--- src/fpcu_pkg.sv ---
// Operation
// (RULE_01) Decode seven-bit command: read, ids, checksum read, program, erase, checksum run, remap.
// (RULE_02) Any other command code sets the fail flag and does nothing.
// (RULE_03) Self-writes or config/secure updates with their enable clear set the fail flag.
// (RULE_04) Secured secure-program, locked erase with debugger, brown-out, bad address, bad command fail.
// (RULE_05) Fail flag at bit 6 of control and status; write 1 in either clears; the code clears it only while lock_open is set.
// (RULE_06) Control bits 5,4,3,2 enable loader, config, application, secure updates.
// (RULE_07) Control bit 1 selects next boot source; after cold reset inverse of config bit.
// (RULE_08) Control bit 0 enables the programming function; operations need it set.
// (RULE_09) Control, trigger and frequency field writes accepted only with lock open.
// (RULE_10) Software keeps address word aligned, and page aligned for remap.
// (RULE_11) Checksum start address must be 512-byte aligned.
// (RULE_12) Data register gives program word, read result, checksum size and result.
// (RULE_13) Checksum read returns zero while running or when range was bad.
// (RULE_14) Trigger bit 0 starts an operation and clears when it finishes.
// (RULE_15) Status bit 0 reads busy while an operation runs.
// (RULE_16) Data-region base register holds config word 1, valid when region enable clear.
// (RULE_17) Frequency field bits 6:4; value 1 selects slow timing, others fast.
// (RULE_18) Status bit 31 set by secured init or software write; cleared by secure erase.
// (RULE_19) Vector window accesses redirect to vector page field with nine zero bits; the code appends the nine low processor address bits instead.
// (RULE_20) Vector page field bits 20:19 choose flash or SRAM; bits 18:12 read zero.
// (RULE_21) Status bits 2:1 show boot config, loaded after cold resets.
// (RULE_22) A detected fail condition keeps the operation from starting.
// (RULE_23) Flash accesses by the processor stall while an operation runs.
// (RULE_24) Checksum uses the standard 32-bit CRC polynomial.
// (RULE_25) Reserved bits read zero and ignore writes.
// (RULE_26) Protected writes are gated by the register lock open input.
package fpcu_pkg;
    localparam logic [7:0] OFS_CTL = 8'h00;
    localparam logic [7:0] OFS_ADDR = 8'h04;
    localparam logic [7:0] OFS_DATA = 8'h08;
    localparam logic [7:0] OFS_CMD = 8'h0C;
    localparam logic [7:0] OFS_TRG = 8'h10;
    localparam logic [7:0] OFS_DATA_REGION_BASE = 8'h14;
    localparam logic [7:0] OFS_FTC = 8'h18;
    localparam logic [7:0] OFS_STS = 8'h40;
    localparam int FAIL_BIT = 6;
    localparam int FOM_LSB = 4;
    localparam int SECURE_CODE_ACTIVE_BIT = 31;
    localparam logic [6:0] CMD_READ = 7'h00;
    localparam logic [6:0] CMD_UID = 7'h04;
    localparam logic [6:0] CMD_MID = 7'h0B;
    localparam logic [6:0] CMD_DID = 7'h0C;
    localparam logic [6:0] CMD_CKRD = 7'h0D;
    localparam logic [6:0] CMD_PROG = 7'h21;
    localparam logic [6:0] CMD_ERASE = 7'h22;
    localparam logic [6:0] CMD_CKRUN = 7'h2D;
    localparam logic [6:0] CMD_REMAP = 7'h2E;
    localparam logic [2:0] FOM_SLOW = 3'h1;
    localparam logic [31:0] CRC_POLY = 32'h04C11DB7;
    localparam logic [31:0] CRC_INIT = 32'hFFFFFFFF;
    localparam logic [31:0] PAGE_MASK = 32'h000001FF;
    localparam logic [31:0] VEC_TOP = 32'h000001FF;
    localparam logic [31:0] SECURE_BASE = 32'h00200000;
    localparam logic [31:0] CONFIG_BASE = 32'h00300000;
    localparam logic [31:0] SRAM_BASE = 32'h20000000;
    localparam logic [1:0] RESP_OKAY = 2'b00;
    localparam logic [1:0] RESP_SLVERR = 2'b10;
endpackage : fpcu_pkg

--- src/fpcu_top.sv ---
// Register access over AXI4-Lite is this design's own decision.
`timescale 1ns/1ns
`default_nettype none
module fpcu_top #(
    parameter logic [31:0] APP_SIZE = 32'h00008000,
    parameter logic [31:0] LDR_BASE = 32'h00100000,
    parameter logic [31:0] LDR_SIZE = 32'h00001200,
    parameter logic [31:0] SEC_SIZE = 32'h00000200,
    parameter logic [31:0] MAKER_ID = 32'h0000005A, // Arbitrary value
    parameter logic [31:0] DEVICE_ID = 32'h00000123, // Arbitrary value
    parameter logic [31:0] UID_SEED = 32'h13572468 // Arbitrary value
) (
    input wire logic aclk,
    input wire logic aresetn,
    input wire logic [7:0] s_awaddr,
    input wire logic s_awvalid,
    output logic s_awready,
    input wire logic [31:0] s_wdata,
    input wire logic [3:0] s_wstrb,
    input wire logic s_wvalid,
    output logic s_wready,
    output logic [1:0] s_bresp,
    output logic s_bvalid,
    input wire logic s_bready,
    input wire logic [7:0] s_araddr,
    input wire logic s_arvalid,
    output logic s_arready,
    output logic [31:0] s_rdata,
    output logic [1:0] s_rresp,
    output logic s_rvalid,
    input wire logic s_rready,
    input wire logic lock_open,
    input wire logic cold_reset,
    input wire logic [31:0] user_config_word0,
    input wire logic [31:0] user_config_word1,
    input wire logic secure_init_active,
    input wire logic debugger_link,
    input wire logic chip_locked,
    input wire logic brown_out,
    input wire logic running_app,
    input wire logic running_ldr,
    output logic [31:0] flash_addr,
    output logic [31:0] flash_wdata,
    output logic flash_rd,
    output logic flash_wr,
    output logic flash_erase,
    input wire logic flash_done,
    input wire logic [31:0] flash_rdata,
    input wire logic [31:0] cpu_addr,
    output logic [31:0] cpu_mapped_addr,
    output logic cpu_stall,
    output logic boot_select,
    output logic [2:0] freq_optimisation_mode,
    output logic slow_timing
);
    typedef enum logic [1:0] {ST_IDLE, ST_FLASH, ST_CRC} fpcu_state_t;

    fpcu_state_t state_reg, state_next;
    logic [31:0] addr_reg, data_reg, crc_reg, crc_left_reg, crc_ptr_reg, crc_start_reg;
    logic [6:0] cmd_reg;
    logic [5:0] ctl_reg; // bit 0 enable, 1 boot select, 2..5 update enables
    logic fail_reg, go_reg, secure_code_active_reg, crc_busy_reg, crc_bad_reg, cold_seen_reg;
    logic [2:0] fom_reg;
    logic [1:0] cbs_reg;
    logic [20:0] vector_page_map_reg;
    logic [31:0] data_region_base_reg;
    logic aw_held_reg, w_held_reg;
    logic [7:0] awaddr_reg;
    logic [31:0] wdata_reg;

    // Write channel: address and data caught independently, response after both
    assign s_awready = !aw_held_reg && !s_bvalid;
    assign s_wready = !w_held_reg && !s_bvalid;
    wire wr_fire = aw_held_reg && w_held_reg && !s_bvalid;
    assign s_arready = !s_rvalid;
    wire rd_fire = s_arvalid && s_arready;

    // Write decode; byte strobes are ignored since every field sits in whole words
    wire wr_ctl = wr_fire && awaddr_reg == fpcu_pkg::OFS_CTL;
    wire wr_addr = wr_fire && awaddr_reg == fpcu_pkg::OFS_ADDR;
    wire wr_data = wr_fire && awaddr_reg == fpcu_pkg::OFS_DATA;
    wire wr_cmd = wr_fire && awaddr_reg == fpcu_pkg::OFS_CMD;
    wire wr_trg = wr_fire && awaddr_reg == fpcu_pkg::OFS_TRG;
    wire wr_ftc = wr_fire && awaddr_reg == fpcu_pkg::OFS_FTC;
    wire wr_sts = wr_fire && awaddr_reg == fpcu_pkg::OFS_STS;
    wire wr_known = wr_ctl | wr_addr | wr_data | wr_cmd | wr_trg | wr_ftc | wr_sts
        | (awaddr_reg == fpcu_pkg::OFS_DATA_REGION_BASE);

    always_ff @(posedge aclk) begin
        if (!aresetn) begin
            aw_held_reg <= 1'b0;
            w_held_reg <= 1'b0;
            awaddr_reg <= 8'h00;
            wdata_reg <= 32'h00000000;
            s_bvalid <= 1'b0;
            s_bresp <= fpcu_pkg::RESP_OKAY;
        end else begin
            if (s_awvalid && s_awready) begin
                aw_held_reg <= 1'b1;
                awaddr_reg <= s_awaddr;
            end
            if (s_wvalid && s_wready) begin
                w_held_reg <= 1'b1;
                wdata_reg <= s_wdata;
            end
            if (wr_fire) begin
                aw_held_reg <= 1'b0;
                w_held_reg <= 1'b0;
                s_bvalid <= 1'b1;
                s_bresp <= wr_known ? fpcu_pkg::RESP_OKAY : fpcu_pkg::RESP_SLVERR;
            end else if (s_bready) begin
                s_bvalid <= 1'b0;
            end
        end
    end

    wire fail_clr = lock_open && wdata_reg[fpcu_pkg::FAIL_BIT] && (wr_ctl || wr_sts); // see (RULE_05)
    wire start = wr_trg && lock_open && wdata_reg[0] && !go_reg; // see (RULE_09) see (RULE_14)

    // Legality of the triggered operation
    wire cmd_prog = cmd_reg == fpcu_pkg::CMD_PROG;
    wire cmd_erase = cmd_reg == fpcu_pkg::CMD_ERASE;
    wire cmd_valid = cmd_reg == fpcu_pkg::CMD_READ || cmd_reg == fpcu_pkg::CMD_UID
        || cmd_reg == fpcu_pkg::CMD_MID || cmd_reg == fpcu_pkg::CMD_DID
        || cmd_reg == fpcu_pkg::CMD_CKRD || cmd_prog || cmd_erase
        || cmd_reg == fpcu_pkg::CMD_CKRUN || cmd_reg == fpcu_pkg::CMD_REMAP; // see (RULE_01)
    wire modify = cmd_prog || cmd_erase;
    wire in_app = addr_reg < APP_SIZE;
    wire in_ldr = addr_reg >= LDR_BASE && addr_reg < LDR_BASE + LDR_SIZE;
    wire in_sec = addr_reg >= fpcu_pkg::SECURE_BASE
        && addr_reg < fpcu_pkg::SECURE_BASE + SEC_SIZE;
    wire in_cfg = addr_reg[31:4] == fpcu_pkg::CONFIG_BASE[31:4];
    wire in_sram = addr_reg[31:28] == fpcu_pkg::SRAM_BASE[31:28];
    wire addr_ok = in_app || in_ldr || in_sec || in_cfg
        || (cmd_reg == fpcu_pkg::CMD_REMAP && in_sram)
        || cmd_reg == fpcu_pkg::CMD_UID || cmd_reg == fpcu_pkg::CMD_MID
        || cmd_reg == fpcu_pkg::CMD_DID || cmd_reg == fpcu_pkg::CMD_CKRD;
    wire fail_perm = modify && ((in_app && running_app && !ctl_reg[3])
        || (in_ldr && running_ldr && !ctl_reg[5])
        || (in_cfg && !ctl_reg[4]) || (in_sec && !ctl_reg[2])); // see (RULE_03) see (RULE_06)
    wire fail_misc = (cmd_prog && in_sec && secure_code_active_reg)
        || (cmd_erase && chip_locked && debugger_link)
        || (modify && brown_out) || !addr_ok || !cmd_valid || !ctl_reg[0]; // see (RULE_04) see (RULE_02) see (RULE_08)
    wire fail_now = fail_perm || fail_misc;
    wire launch = start && !fail_now; // see (RULE_22)
    wire fail_set = start && fail_now;

    // CRC over one read word, most significant bit first; see (RULE_24)
    function automatic logic [31:0] crc_word(input logic [31:0] c, input logic [31:0] d);
        logic [31:0] r;
        r = c;
        for (int i = 31; i >= 0; i--) begin
            r = (r[31] ^ d[i]) ? ((r << 1) ^ fpcu_pkg::CRC_POLY) : (r << 1);
        end
        return r;
    endfunction

    wire crc_range_ok = ((addr_reg | data_reg) & fpcu_pkg::PAGE_MASK) == 32'h00000000
        && data_reg != 32'h00000000 && (in_app || in_ldr || in_sec); // see (RULE_11)
    wire crc_step = state_reg == ST_CRC && flash_done;
    wire crc_last = crc_left_reg == 32'h00000004;
    wire flash_op_done = state_reg == ST_FLASH && flash_done;

    always_comb begin
        state_next = state_reg;
        case (state_reg)
            ST_IDLE: begin
                if (launch && cmd_reg == fpcu_pkg::CMD_CKRUN && crc_range_ok) begin
                    state_next = ST_CRC;
                end else if (launch && (cmd_reg == fpcu_pkg::CMD_READ || modify)) begin
                    state_next = ST_FLASH;
                end
            end
            ST_FLASH: if (flash_done) state_next = ST_IDLE;
            ST_CRC: if (flash_done && crc_last) state_next = ST_IDLE;
            default: state_next = ST_IDLE;
        endcase
    end

    // Single-cycle commands finish at once; flash and checksum wait for the array
    wire quick_done = launch && state_next == ST_IDLE;
    wire op_done = quick_done || flash_op_done || (crc_step && crc_last);

    always_ff @(posedge aclk) begin
        if (!aresetn) begin
            state_reg <= ST_IDLE;
            go_reg <= 1'b0;
            fail_reg <= 1'b0;
            crc_ptr_reg <= 32'h00000000;
            crc_left_reg <= 32'h00000000;
            crc_reg <= 32'h00000000;
            crc_start_reg <= 32'h00000000;
            crc_busy_reg <= 1'b0;
            crc_bad_reg <= 1'b1;
        end else begin
            state_reg <= state_next;
            if (start) go_reg <= 1'b1; // see (RULE_14)
            else if (op_done || go_reg && state_reg == ST_IDLE) go_reg <= 1'b0;
            if (fail_set) fail_reg <= 1'b1; // see (RULE_05)
            else if (fail_clr) fail_reg <= 1'b0;
            if (launch && cmd_reg == fpcu_pkg::CMD_CKRUN) begin
                crc_ptr_reg <= addr_reg;
                crc_left_reg <= data_reg;
                crc_start_reg <= addr_reg;
                crc_reg <= fpcu_pkg::CRC_INIT;
                crc_busy_reg <= crc_range_ok;
                crc_bad_reg <= !crc_range_ok;
            end else if (crc_step) begin
                crc_reg <= crc_word(crc_reg, flash_rdata);
                crc_ptr_reg <= crc_ptr_reg + 32'h00000004;
                crc_left_reg <= crc_left_reg - 32'h00000004;
                if (crc_last) crc_busy_reg <= 1'b0;
            end
        end
    end

    // Result word for the data register; see (RULE_12)
    wire [31:0] uid_word = UID_SEED ^ {30'h00000000, addr_reg[3:2]};
    wire [31:0] ck_word = (crc_busy_reg || crc_bad_reg || addr_reg != crc_start_reg)
        ? 32'h00000000 : crc_reg; // see (RULE_13)
    wire [31:0] quick_word = cmd_reg == fpcu_pkg::CMD_UID ? uid_word
        : cmd_reg == fpcu_pkg::CMD_MID ? MAKER_ID
        : cmd_reg == fpcu_pkg::CMD_DID ? DEVICE_ID
        : cmd_reg == fpcu_pkg::CMD_CKRD ? ck_word : data_reg;

    always_ff @(posedge aclk) begin
        if (!aresetn) begin
            addr_reg <= 32'h00000000;
            data_reg <= 32'h00000000;
            cmd_reg <= 7'h00;
            fom_reg <= 3'h0;
            vector_page_map_reg <= 21'h000000;
        end else begin
            if (wr_addr && !go_reg) addr_reg <= wdata_reg;
            if (wr_cmd && !go_reg) cmd_reg <= wdata_reg[6:0];
            if (wr_ftc && lock_open) fom_reg <= wdata_reg[6:4]; // see (RULE_17) see (RULE_26)
            if (wr_data && !go_reg) data_reg <= wdata_reg;
            else if (quick_done) data_reg <= quick_word;
            else if (flash_op_done && cmd_reg == fpcu_pkg::CMD_READ) data_reg <= flash_rdata;
            if (launch && cmd_reg == fpcu_pkg::CMD_REMAP) begin
                vector_page_map_reg <= {addr_reg[29:28], 7'h00, addr_reg[20:9]}; // see (RULE_20)
            end
        end
    end

    // Control bits and cold-reset captures
    always_ff @(posedge aclk) begin
        if (!aresetn) begin
            ctl_reg <= 6'h00;
            secure_code_active_reg <= 1'b0;
            cbs_reg <= 2'b00;
            data_region_base_reg <= 32'h00000000;
            cold_seen_reg <= 1'b0;
        end else begin
            cold_seen_reg <= 1'b1;
            if (!cold_seen_reg && cold_reset) begin
                cbs_reg <= user_config_word0[7:6]; // see (RULE_21)
                ctl_reg[1] <= !user_config_word0[7]; // see (RULE_07)
                data_region_base_reg <= user_config_word1; // see (RULE_16)
                secure_code_active_reg <= secure_init_active; // see (RULE_18)
            end else begin
                if (wr_ctl && lock_open) ctl_reg <= wdata_reg[5:0]; // see (RULE_09) see (RULE_06)
                if (wr_sts && wdata_reg[fpcu_pkg::SECURE_CODE_ACTIVE_BIT]) secure_code_active_reg <= 1'b1; // see (RULE_18)
                else if (flash_op_done && cmd_erase && in_sec) secure_code_active_reg <= 1'b0;
            end
        end
    end

    // Read path; reserved bits read zero; see (RULE_25)
    wire [31:0] ctl_word = {25'h0000000, fail_reg, ctl_reg};
    wire [31:0] sts_word = {secure_code_active_reg, 1'b0, vector_page_map_reg, 2'b00, fail_reg, 3'b000,
        cbs_reg, go_reg}; // see (RULE_15) see (RULE_19)
    wire [31:0] rd_word = s_araddr == fpcu_pkg::OFS_CTL ? ctl_word
        : s_araddr == fpcu_pkg::OFS_ADDR ? addr_reg
        : s_araddr == fpcu_pkg::OFS_DATA ? data_reg
        : s_araddr == fpcu_pkg::OFS_CMD ? {25'h0000000, cmd_reg}
        : s_araddr == fpcu_pkg::OFS_TRG ? {31'h00000000, go_reg}
        : s_araddr == fpcu_pkg::OFS_DATA_REGION_BASE ? data_region_base_reg
        : s_araddr == fpcu_pkg::OFS_FTC ? {25'h0000000, fom_reg, 4'h0}
        : s_araddr == fpcu_pkg::OFS_STS ? sts_word : 32'h00000000;
    wire rd_known = s_araddr == fpcu_pkg::OFS_CTL || s_araddr == fpcu_pkg::OFS_ADDR
        || s_araddr == fpcu_pkg::OFS_DATA || s_araddr == fpcu_pkg::OFS_CMD
        || s_araddr == fpcu_pkg::OFS_TRG || s_araddr == fpcu_pkg::OFS_DATA_REGION_BASE
        || s_araddr == fpcu_pkg::OFS_FTC || s_araddr == fpcu_pkg::OFS_STS;

    always_ff @(posedge aclk) begin
        if (!aresetn) begin
            s_rvalid <= 1'b0;
            s_rdata <= 32'h00000000;
            s_rresp <= fpcu_pkg::RESP_OKAY;
        end else if (rd_fire) begin
            s_rvalid <= 1'b1;
            s_rdata <= rd_word;
            s_rresp <= rd_known ? fpcu_pkg::RESP_OKAY : fpcu_pkg::RESP_SLVERR;
        end else if (s_rready) begin
            s_rvalid <= 1'b0;
        end
    end

    // Flash array side; strobes held for the whole operation
    assign flash_addr = state_reg == ST_CRC ? crc_ptr_reg : addr_reg;
    assign flash_wdata = data_reg;
    assign flash_rd = (state_reg == ST_FLASH && cmd_reg == fpcu_pkg::CMD_READ)
        || state_reg == ST_CRC;
    assign flash_wr = state_reg == ST_FLASH && cmd_prog;
    assign flash_erase = state_reg == ST_FLASH && cmd_erase;
    assign cpu_stall = state_reg != ST_IDLE; // see (RULE_23)
    // Remap only for boot modes with in-app programming; secure flash never sits here
    assign cpu_mapped_addr = (cpu_addr <= fpcu_pkg::VEC_TOP && !cbs_reg[0])
        ? {2'b00, vector_page_map_reg, cpu_addr[8:0]} : cpu_addr; // see (RULE_19)
    assign boot_select = ctl_reg[1];
    assign freq_optimisation_mode = fom_reg;
    assign slow_timing = fom_reg == fpcu_pkg::FOM_SLOW; // see (RULE_17)
endmodule : fpcu_top
`default_nettype wire

--- config.mk ---
export PLATFORM = sky130hd
export DESIGN_NAME = fpcu_top
export DESIGN_NICKNAME = d
export VERILOG_FILES = /design/src/fpcu_pkg.sv /design/src/fpcu_top.sv
export SDC_FILE = /design/constraint.sdc
export NUM_CORES = 1
export LEC_CHECK = 0
export ABC_CLOCK_PERIOD_IN_PS = 5700
export BUFFER_PORTS_ARGS = -buffer_cell sky130_fd_sc_hd__buf_2
export CAP_MARGIN = 20
export CORE_MARGIN = 5
export CORE_UTILIZATION = 28
export DETAILED_ROUTE_END_ITERATION = 7
export SLEW_MARGIN = 15
export SYNTH_ARGS = -nofsm -noshare
export SYNTH_HDL_FRONTEND = slang
export SYNTH_SLANG_ARGS = --single-unit
--- constraint.sdc ---
create_clock -name aclk -period 5.7 [get_ports aclk]
set_input_delay 1.14 -clock aclk [delete_from_list [all_inputs] [get_ports aclk]]
set_output_delay 1.14 -clock aclk [all_outputs]
set_load 0.005 [all_outputs]
; Word level (Yosys, flattened, before mapping)
; Cells that the tools add are included.
[word_totals]
reg_bits = 344
input_bits = 196
out_inout_bits = 146
wordCells = 362
[op_classes]
add_sub_neg = 2
n_lt_le_gt_ge = 6
n_eq_ne = 30
muxes = 80
bitwise_logic = 74
n_reduce_logical = 141
[op_table]
columns = cell, count
row1 = $mux 27, 32
row2 = $mux 32, 24
row3 = $not 14->14, 32
row4 = $logic_and 1x1->1, 62
row5 = $eq 8x5->1 const B, 6
row6 = $logic_or 1x1->1, 41
row7 = $add 32x3->32 const B, 1
row8 = $eq 32x3->1 const B, 1
row9 = $eq 8x4->1 const B, 4
row10 = $ge 32x21->1 const B, 1
row11 = $ge 32x22->1 const B, 1
row12 = $le 32x9->1 const B, 1
row13 = $logic_not 32->1, 1
row14 = $lt 32x16->1 const B, 1
row15 = $lt 32x21->1 const B, 1
row16 = $lt 32x22->1 const B, 1
row17 = $ne 32x32->1, 1
row18 = $reduce_bool 32->1, 1
row19 = $sub 32x3->32 const B, 1
row20 = $xor 1x1->1, 32
row21 = $eq 28x18->1 const B, 1
row22 = $eq 7x6->1 const B, 4
row23 = $eq 7x4->1 const B, 3
row24 = $logic_not 1->1, 17
row25 = 21 further kinds, 63

; Logic depth before layout (Yosys ltp)
[logic_depth]
word_depth = 66
depth_mapped = 14

; Worst setup path after synthesis
; No wires, ideal clock.
[synth_timing]
path_kind = in2reg
start = input flash_rdata[29]
end = register crc_reg[8]
setup_ns = 0.116
t_arrival_ns = 4.425
required_ns = 5.584
path_slack_ns = 1.160
cell_stages = 10
cell_sequence = xnor2_2 -> xnor3_1 -> xnor3_1 -> xnor2_1 -> xnor2_2 -> xor3_2 -> xnor2_4 -> xnor2_1 -> or4_1 -> and3_1
[synth_via]
elab_chain_len = 40
elab_cells_between_ends = 74
classes_between = mux (32) / bitwise (42)
[synth_lines]
columns = item, line_no
row1 = from (decl), fpcu_top.sv:48  ; input wire logic [31:0] flash_rdata,
row2 = $xor 1x1->1 (*), fpcu_top.sv:153  ; r = (r[31] ^ d[i]) ? ((r << 1) ^ fpcu_pkg::CRC_POLY) : (r << 1);
row3 = $mux 27 (*), fpcu_top.sv:153
row4 = $not 14->14 (no source line), --
row5 = $mux 27, fpcu_top.sv:153
row6 = $mux 27 or $not 14->14 (tied branches) (2 in series), --
row7 = $mux 27, fpcu_top.sv:153
row8 = $not 14->14 (no source line) or $mux 27 (tied branches), --
row9 = $mux 27, fpcu_top.sv:153
row10 = [23 not listed], --
row11 = $mux 27 or $not 14->14 (tied branches), --
row12 = $mux 27, fpcu_top.sv:153
row13 = $not 14->14 (no source line) or $xor 1x1->1 (tied branches), --
row14 = $mux 27, fpcu_top.sv:153
row15 = $not 14->14 (no source line), --
row16 = $mux 27 (*), fpcu_top.sv:153
row17 = $mux 32 (*), fpcu_top.sv:208  ; end else if (crc_step) begin
row18 = $mux 32 (*), fpcu_top.sv:201  ; if (launch && cmd_reg == fpcu_pkg::CMD_CKRUN) begin
row19 = to (signal assigned), fpcu_top.sv:205  ; crc_reg <= fpcu_pkg::CRC_INIT;
row20 = to (signal assigned), fpcu_top.sv:209  ; crc_reg <= crc_word(crc_reg, flash_rdata);
row21 = to (decl), fpcu_top.sv:59  ; logic [31:0] addr_reg, data_reg, crc_reg, crc_left_reg, crc_ptr_reg, crc_start_reg;
; Every way passes the cells marked *; elsewhere a longest branch is shown, timed or not. The select of a mux whose other input is x is not followed.
; A chain may end at the register's enable or synchronous reset.

; Worst setup path in the final report
[layout_timing]
start = input flash_rdata[27]
end = register crc_reg[8]
[layout_via]
elab_chain_len = 36
elab_cells_between_ends = 68
classes_between = mux (30) / bitwise (38)
[layout_lines]
columns = item, line_no
row1 = $xor 1x1->1 (*), fpcu_top.sv:153
row2 = $mux 27 (*), fpcu_top.sv:153
row3 = $mux 27 or $not 14->14 (tied branches) (2 in series), --
row4 = $mux 27, fpcu_top.sv:153
row5 = $not 14->14 (no source line) or $mux 27 (tied branches), --
row6 = $mux 27, fpcu_top.sv:153
row7 = $mux 27 or $not 14->14 (tied branches) (2 in series), --
row8 = $mux 27, fpcu_top.sv:153
row9 = [17 not listed], --
row10 = $not 14->14 (no source line) (tied with other cells), --
row11 = $mux 27 (2 in series), fpcu_top.sv:153
row12 = $not 14->14 (no source line), --
row13 = $mux 27, fpcu_top.sv:153
row14 = $not 14->14 (no source line) or $xor 1x1->1 (tied branches), --
row15 = $mux 27 (*), fpcu_top.sv:153
row16 = $mux 32 (*), fpcu_top.sv:208
row17 = $mux 32 (*), fpcu_top.sv:201
; Marks and branches as above.

==> impl_metrics.ini <==
[grt]
grt_remaining_overflow = 0
grt_usage = 0.198
grt_pass1_vias = 16600
grt_pass1_wl_mm = 110
antenna_found_initial = 22
grt_max_degree = 136

[power]
p_switching_w = 0.00424
combinationalPowerShare = 0.533
pwr_density_cell_mw_per_mm2 = 492
power.internal_w = 0.00694
power_frac_seq = 0.223
clock_power_share = 0.244
sw_frac_of_total = 0.380
leakagePower_nw = 9.57
peakVddDrop_mv = 0.585

[worst_setup_path]
slowest_stage = xnor3_2
cp_max_fo = 6
path_class = in2reg
crit_start = flash_rdata[27]
slowest_delay_ns = 0.61
r2r-start = addr_reg[11]$_SDFFE_PN0P_
r2r_slack_ns = 1.29
cp_num_buf_inv = 1
cp.required_ns = 6.16
reg2reg_depth = 11
r2r_end = flash_wdata[22]$_SDFFE_PN0P_
worst_setup_path_end_kind = flip-flop
cp.depth = 11
path_cells = buf_2 -> xor2_2 -> xnor2_1 -> xnor3_2 -> xnor2_4 -> xnor3_2 -> xor3_2 -> xnor2_4 -> xnor2_1 -> or4_1 -> and3_1
setup.worst_path.end = crc_reg[8]$_SDFFE_PN0P_
critPathArrivalTime_ns = 5.00
cp-start-kind = primary input
cp_top_family = XOR/XNOR gates

[clocking]
path_clk_slew_ns = 0.06
post_cts_buffers = 0
insertion_delay_ns = 0.59
cts_hold_buf = 0
root_buffer = clkbuf_16
h-tree-depth = 2
clock_path_buffers = 3
cts_buffers = 39
clock-sinks = 342
post_cts_resized = 0
cts_tree = yes

[layout]
area_delta_synth_final_pct = 20.3
final.fill_count = 7142
final_nets = 2727
drive_above_1_share = 0.179
fin_area_mm2 = 0.0227

[flow_run]
maxCapViolCount = 0

[sta]
rsz0062_at_grt = false
worstMarginPinSlew_ns = 1.11
period_needed_ns = 4.54
slew_violations = 0
setup_viol = 0
min_period_over_period = 0.796
setup_tns_ns = 0
hold_violations = 0
worst_clock_skew_ns = 0.0377
fmax_mhz = 220
slew_headroom = 0.257

[hold_path]
hp-class = reg2reg
hp-start = data_region_base_reg[27]$_SDFFE_PN0P_

[route]
vias = 17800
detailedRoute.firstPassIterationCount = 8
ant_nets = 0
via_per_inst = 5.15
drc = 0
drt-initial-drc-count = 1796
wirelength_mm = 76.1
wl_per_cell_um = 22.0

[synth]
synth_ff_type = dfxtp_1
async_flop_share = 0
ys_seq_area_frac = 0.362
synth_top_area_frac = 0.362
synth_seq_cells = 342
avgSynthCellArea_um2 = 8.17
netlist_area_mm2 = 0.0189
yosys_warnings = 0
synth-compound-area-share = 0.166
synth_fa_ha_area_frac = 0.00199
synth-edff-count = 0
postSynthCellCount = 2314
yosys.area_share.simple = 0.204
synth_xor_area_frac = 0.199
synth_top_cell_by_area = dfxtp_1
ys_top_cells_by_area = dfxtp_1, xnor2_1, nand2_1
synth_cell_type_count = 66
muxShareOfSynthArea = 0.0249
synth_top_family_by_area = simple AND/OR/NAND/NOR gates

[floorplanning]
ios = 342
initial_core_util = 0.282
die_area_mm2 = 0.0728
die_x_um = 270
design.core.area_mm2 = 0.0670
num_rows = 95
die_h_um = 270

[place]
gp_congestion = 0.933
dp_hpwl_mm = 56.1
port_buffers = 287
dpl_cell_area_mm2 = 0.0213

[status]
status = finished, final reports clean
[how the worst min path moves through the flow]
stage	slack (ns)	cells after the start	end
detailed placement	0.45	2	data_region_base_reg[30]$_SDFFE_PN0P_
finish	0.45	2	data_region_base_reg[27]$_SDFFE_PN0P_
CTS	0.45	2	data_region_base_reg[30]$_SDFFE_PN0P_
global route	0.47	2	data_region_base_reg[7]$_SDFFE_PN0P_
global placement	0.44	2	crc_left_reg[0]$_SDFFE_PN0P_
floorplan	0.43	2	crc_left_reg[1]$_SDFFE_PN0P_
[power by group through the flow]
stage                     clock network [W]  logic [W]  registers (W)
after floorplan                           0    0.00462        0.00251
after global placement                    0    0.00592        0.00254
after detailed placement                  0    0.00588        0.00254
after CTS                           0.00277    0.00592        0.00249
after global routing                0.00287    0.00639        0.00250
final                               0.00273    0.00595        0.00249
[cells by family (layout without fill, tap and decap cells)]
group                      Yosys count  in the layout
other                                1             22
adders and majority gates            3              3
and+or+nand+nor                    880            880
AOI/OAI and AO/OA                  503            503
buffers and inverters              197            440
muxes                               47             47
xor gates and xnor gates           341            341
DFF                                342            342
[per-layer routing]
layer  share of wire  vias up  global-route usage  wire [µm]
met3           0.085      188              0.0431       6450
met4           0.054        8              0.0973       4080
met1            0.42     8407               0.260      31600
met5         0.00064        -                   0         49
met2            0.45      724               0.308      33900
li1                -     8436                   -          -
[metrics by stage]
stage          hold WS [ns]  worst slack, ns   util  std cells  power [W]
2_1_floorplan         0.432             1.16      -       2315    0.00714
3_3_place_gp          0.442            0.642  0.317       3358    0.00846
3_5_place_dp          0.446            0.616  0.317       3359    0.00842
4_1_cts               0.455             1.21  0.338       3430     0.0112
5_1_grt               0.466             1.01  0.339       3442     0.0118
6_report              0.454             1.16  0.339       3451     0.0112
[cell usage after synthesis, types with 37 or more instances]
library cell / number
nand2_1: 461
dfxtp_1: 342
a21oi_1: 230
xnor2_1: 203
nor2_1: 184
clkbuf_1: 148
xor2_1: 78
o21ai_0: 48
mux2i_1: 46
a211oi_1: 45
a31oi_1: 45
nor4_1: 39
nor3_1: 38
xnor3_1: 37
[area by class of cell]
| type | count | area (µm²) | area share |
|---|---|---|---|
| clock inverter | 19 | 279 | 0.0123 |
| antenna | 20 | 50.0 | 0.00220 |
| inverter | 22 | 87.6 | 0.00385 |
| tap | 873 | 1090 | 0.0480 |
| sequential | 342 | 6850 | 0.301 |
| timing repair buffer | 347 | 1920 | 0.0844 |
| multi-input combinational | 1776 | 11300 | 0.499 |
| clock buffer | 52 | 1110 | 0.0490 |
[worst reg2reg max path, cell delays in order, from the launching register on]
cell and delay [ns]:
dfxtp_1 0.50, or3_1 0.47, a2111oi_0 0.59, o31ai_1 0.19, a211o_1 0.32, a21boi_1 0.44, nand2_1 0.13, or3b_2 0.53
buf_4 0.33, mux2i_1 0.54, o211ai_1 0.14, o211a_1 0.14
[cells in the final DEF, fill, tap and decap left out, types with 20 or more instances in the layout]
| cell | count |
|---|---|
| nand2_1 | 461 |
| dfxtp_1 | 342 |
| buf_2 | 287 |
| a21oi_1 | 230 |
| xnor2_1 | 203 |
| nor2_1 | 181 |
| xor2_1 | 78 |
| buf_4 | 57 |
| o21ai_0 | 48 |
| a31oi_1 | 45 |
| mux2i_1 | 45 |
| a211oi_1 | 45 |
| clkbuf_16 | 39 |
| nor4_1 | 38 |
| nor3_1 | 37 |
| xnor3_1 | 37 |
| and3_1 | 28 |
| nand3_1 | 27 |
| a222oi_1 | 26 |
| a21o_1 | 25 |
| nand4_1 | 23 |
| nand2b_1 | 22 |
| inv_1 | 21 |
| diode_2 | 20 |
Note: power is estimated with default switching activity, not from simulation.
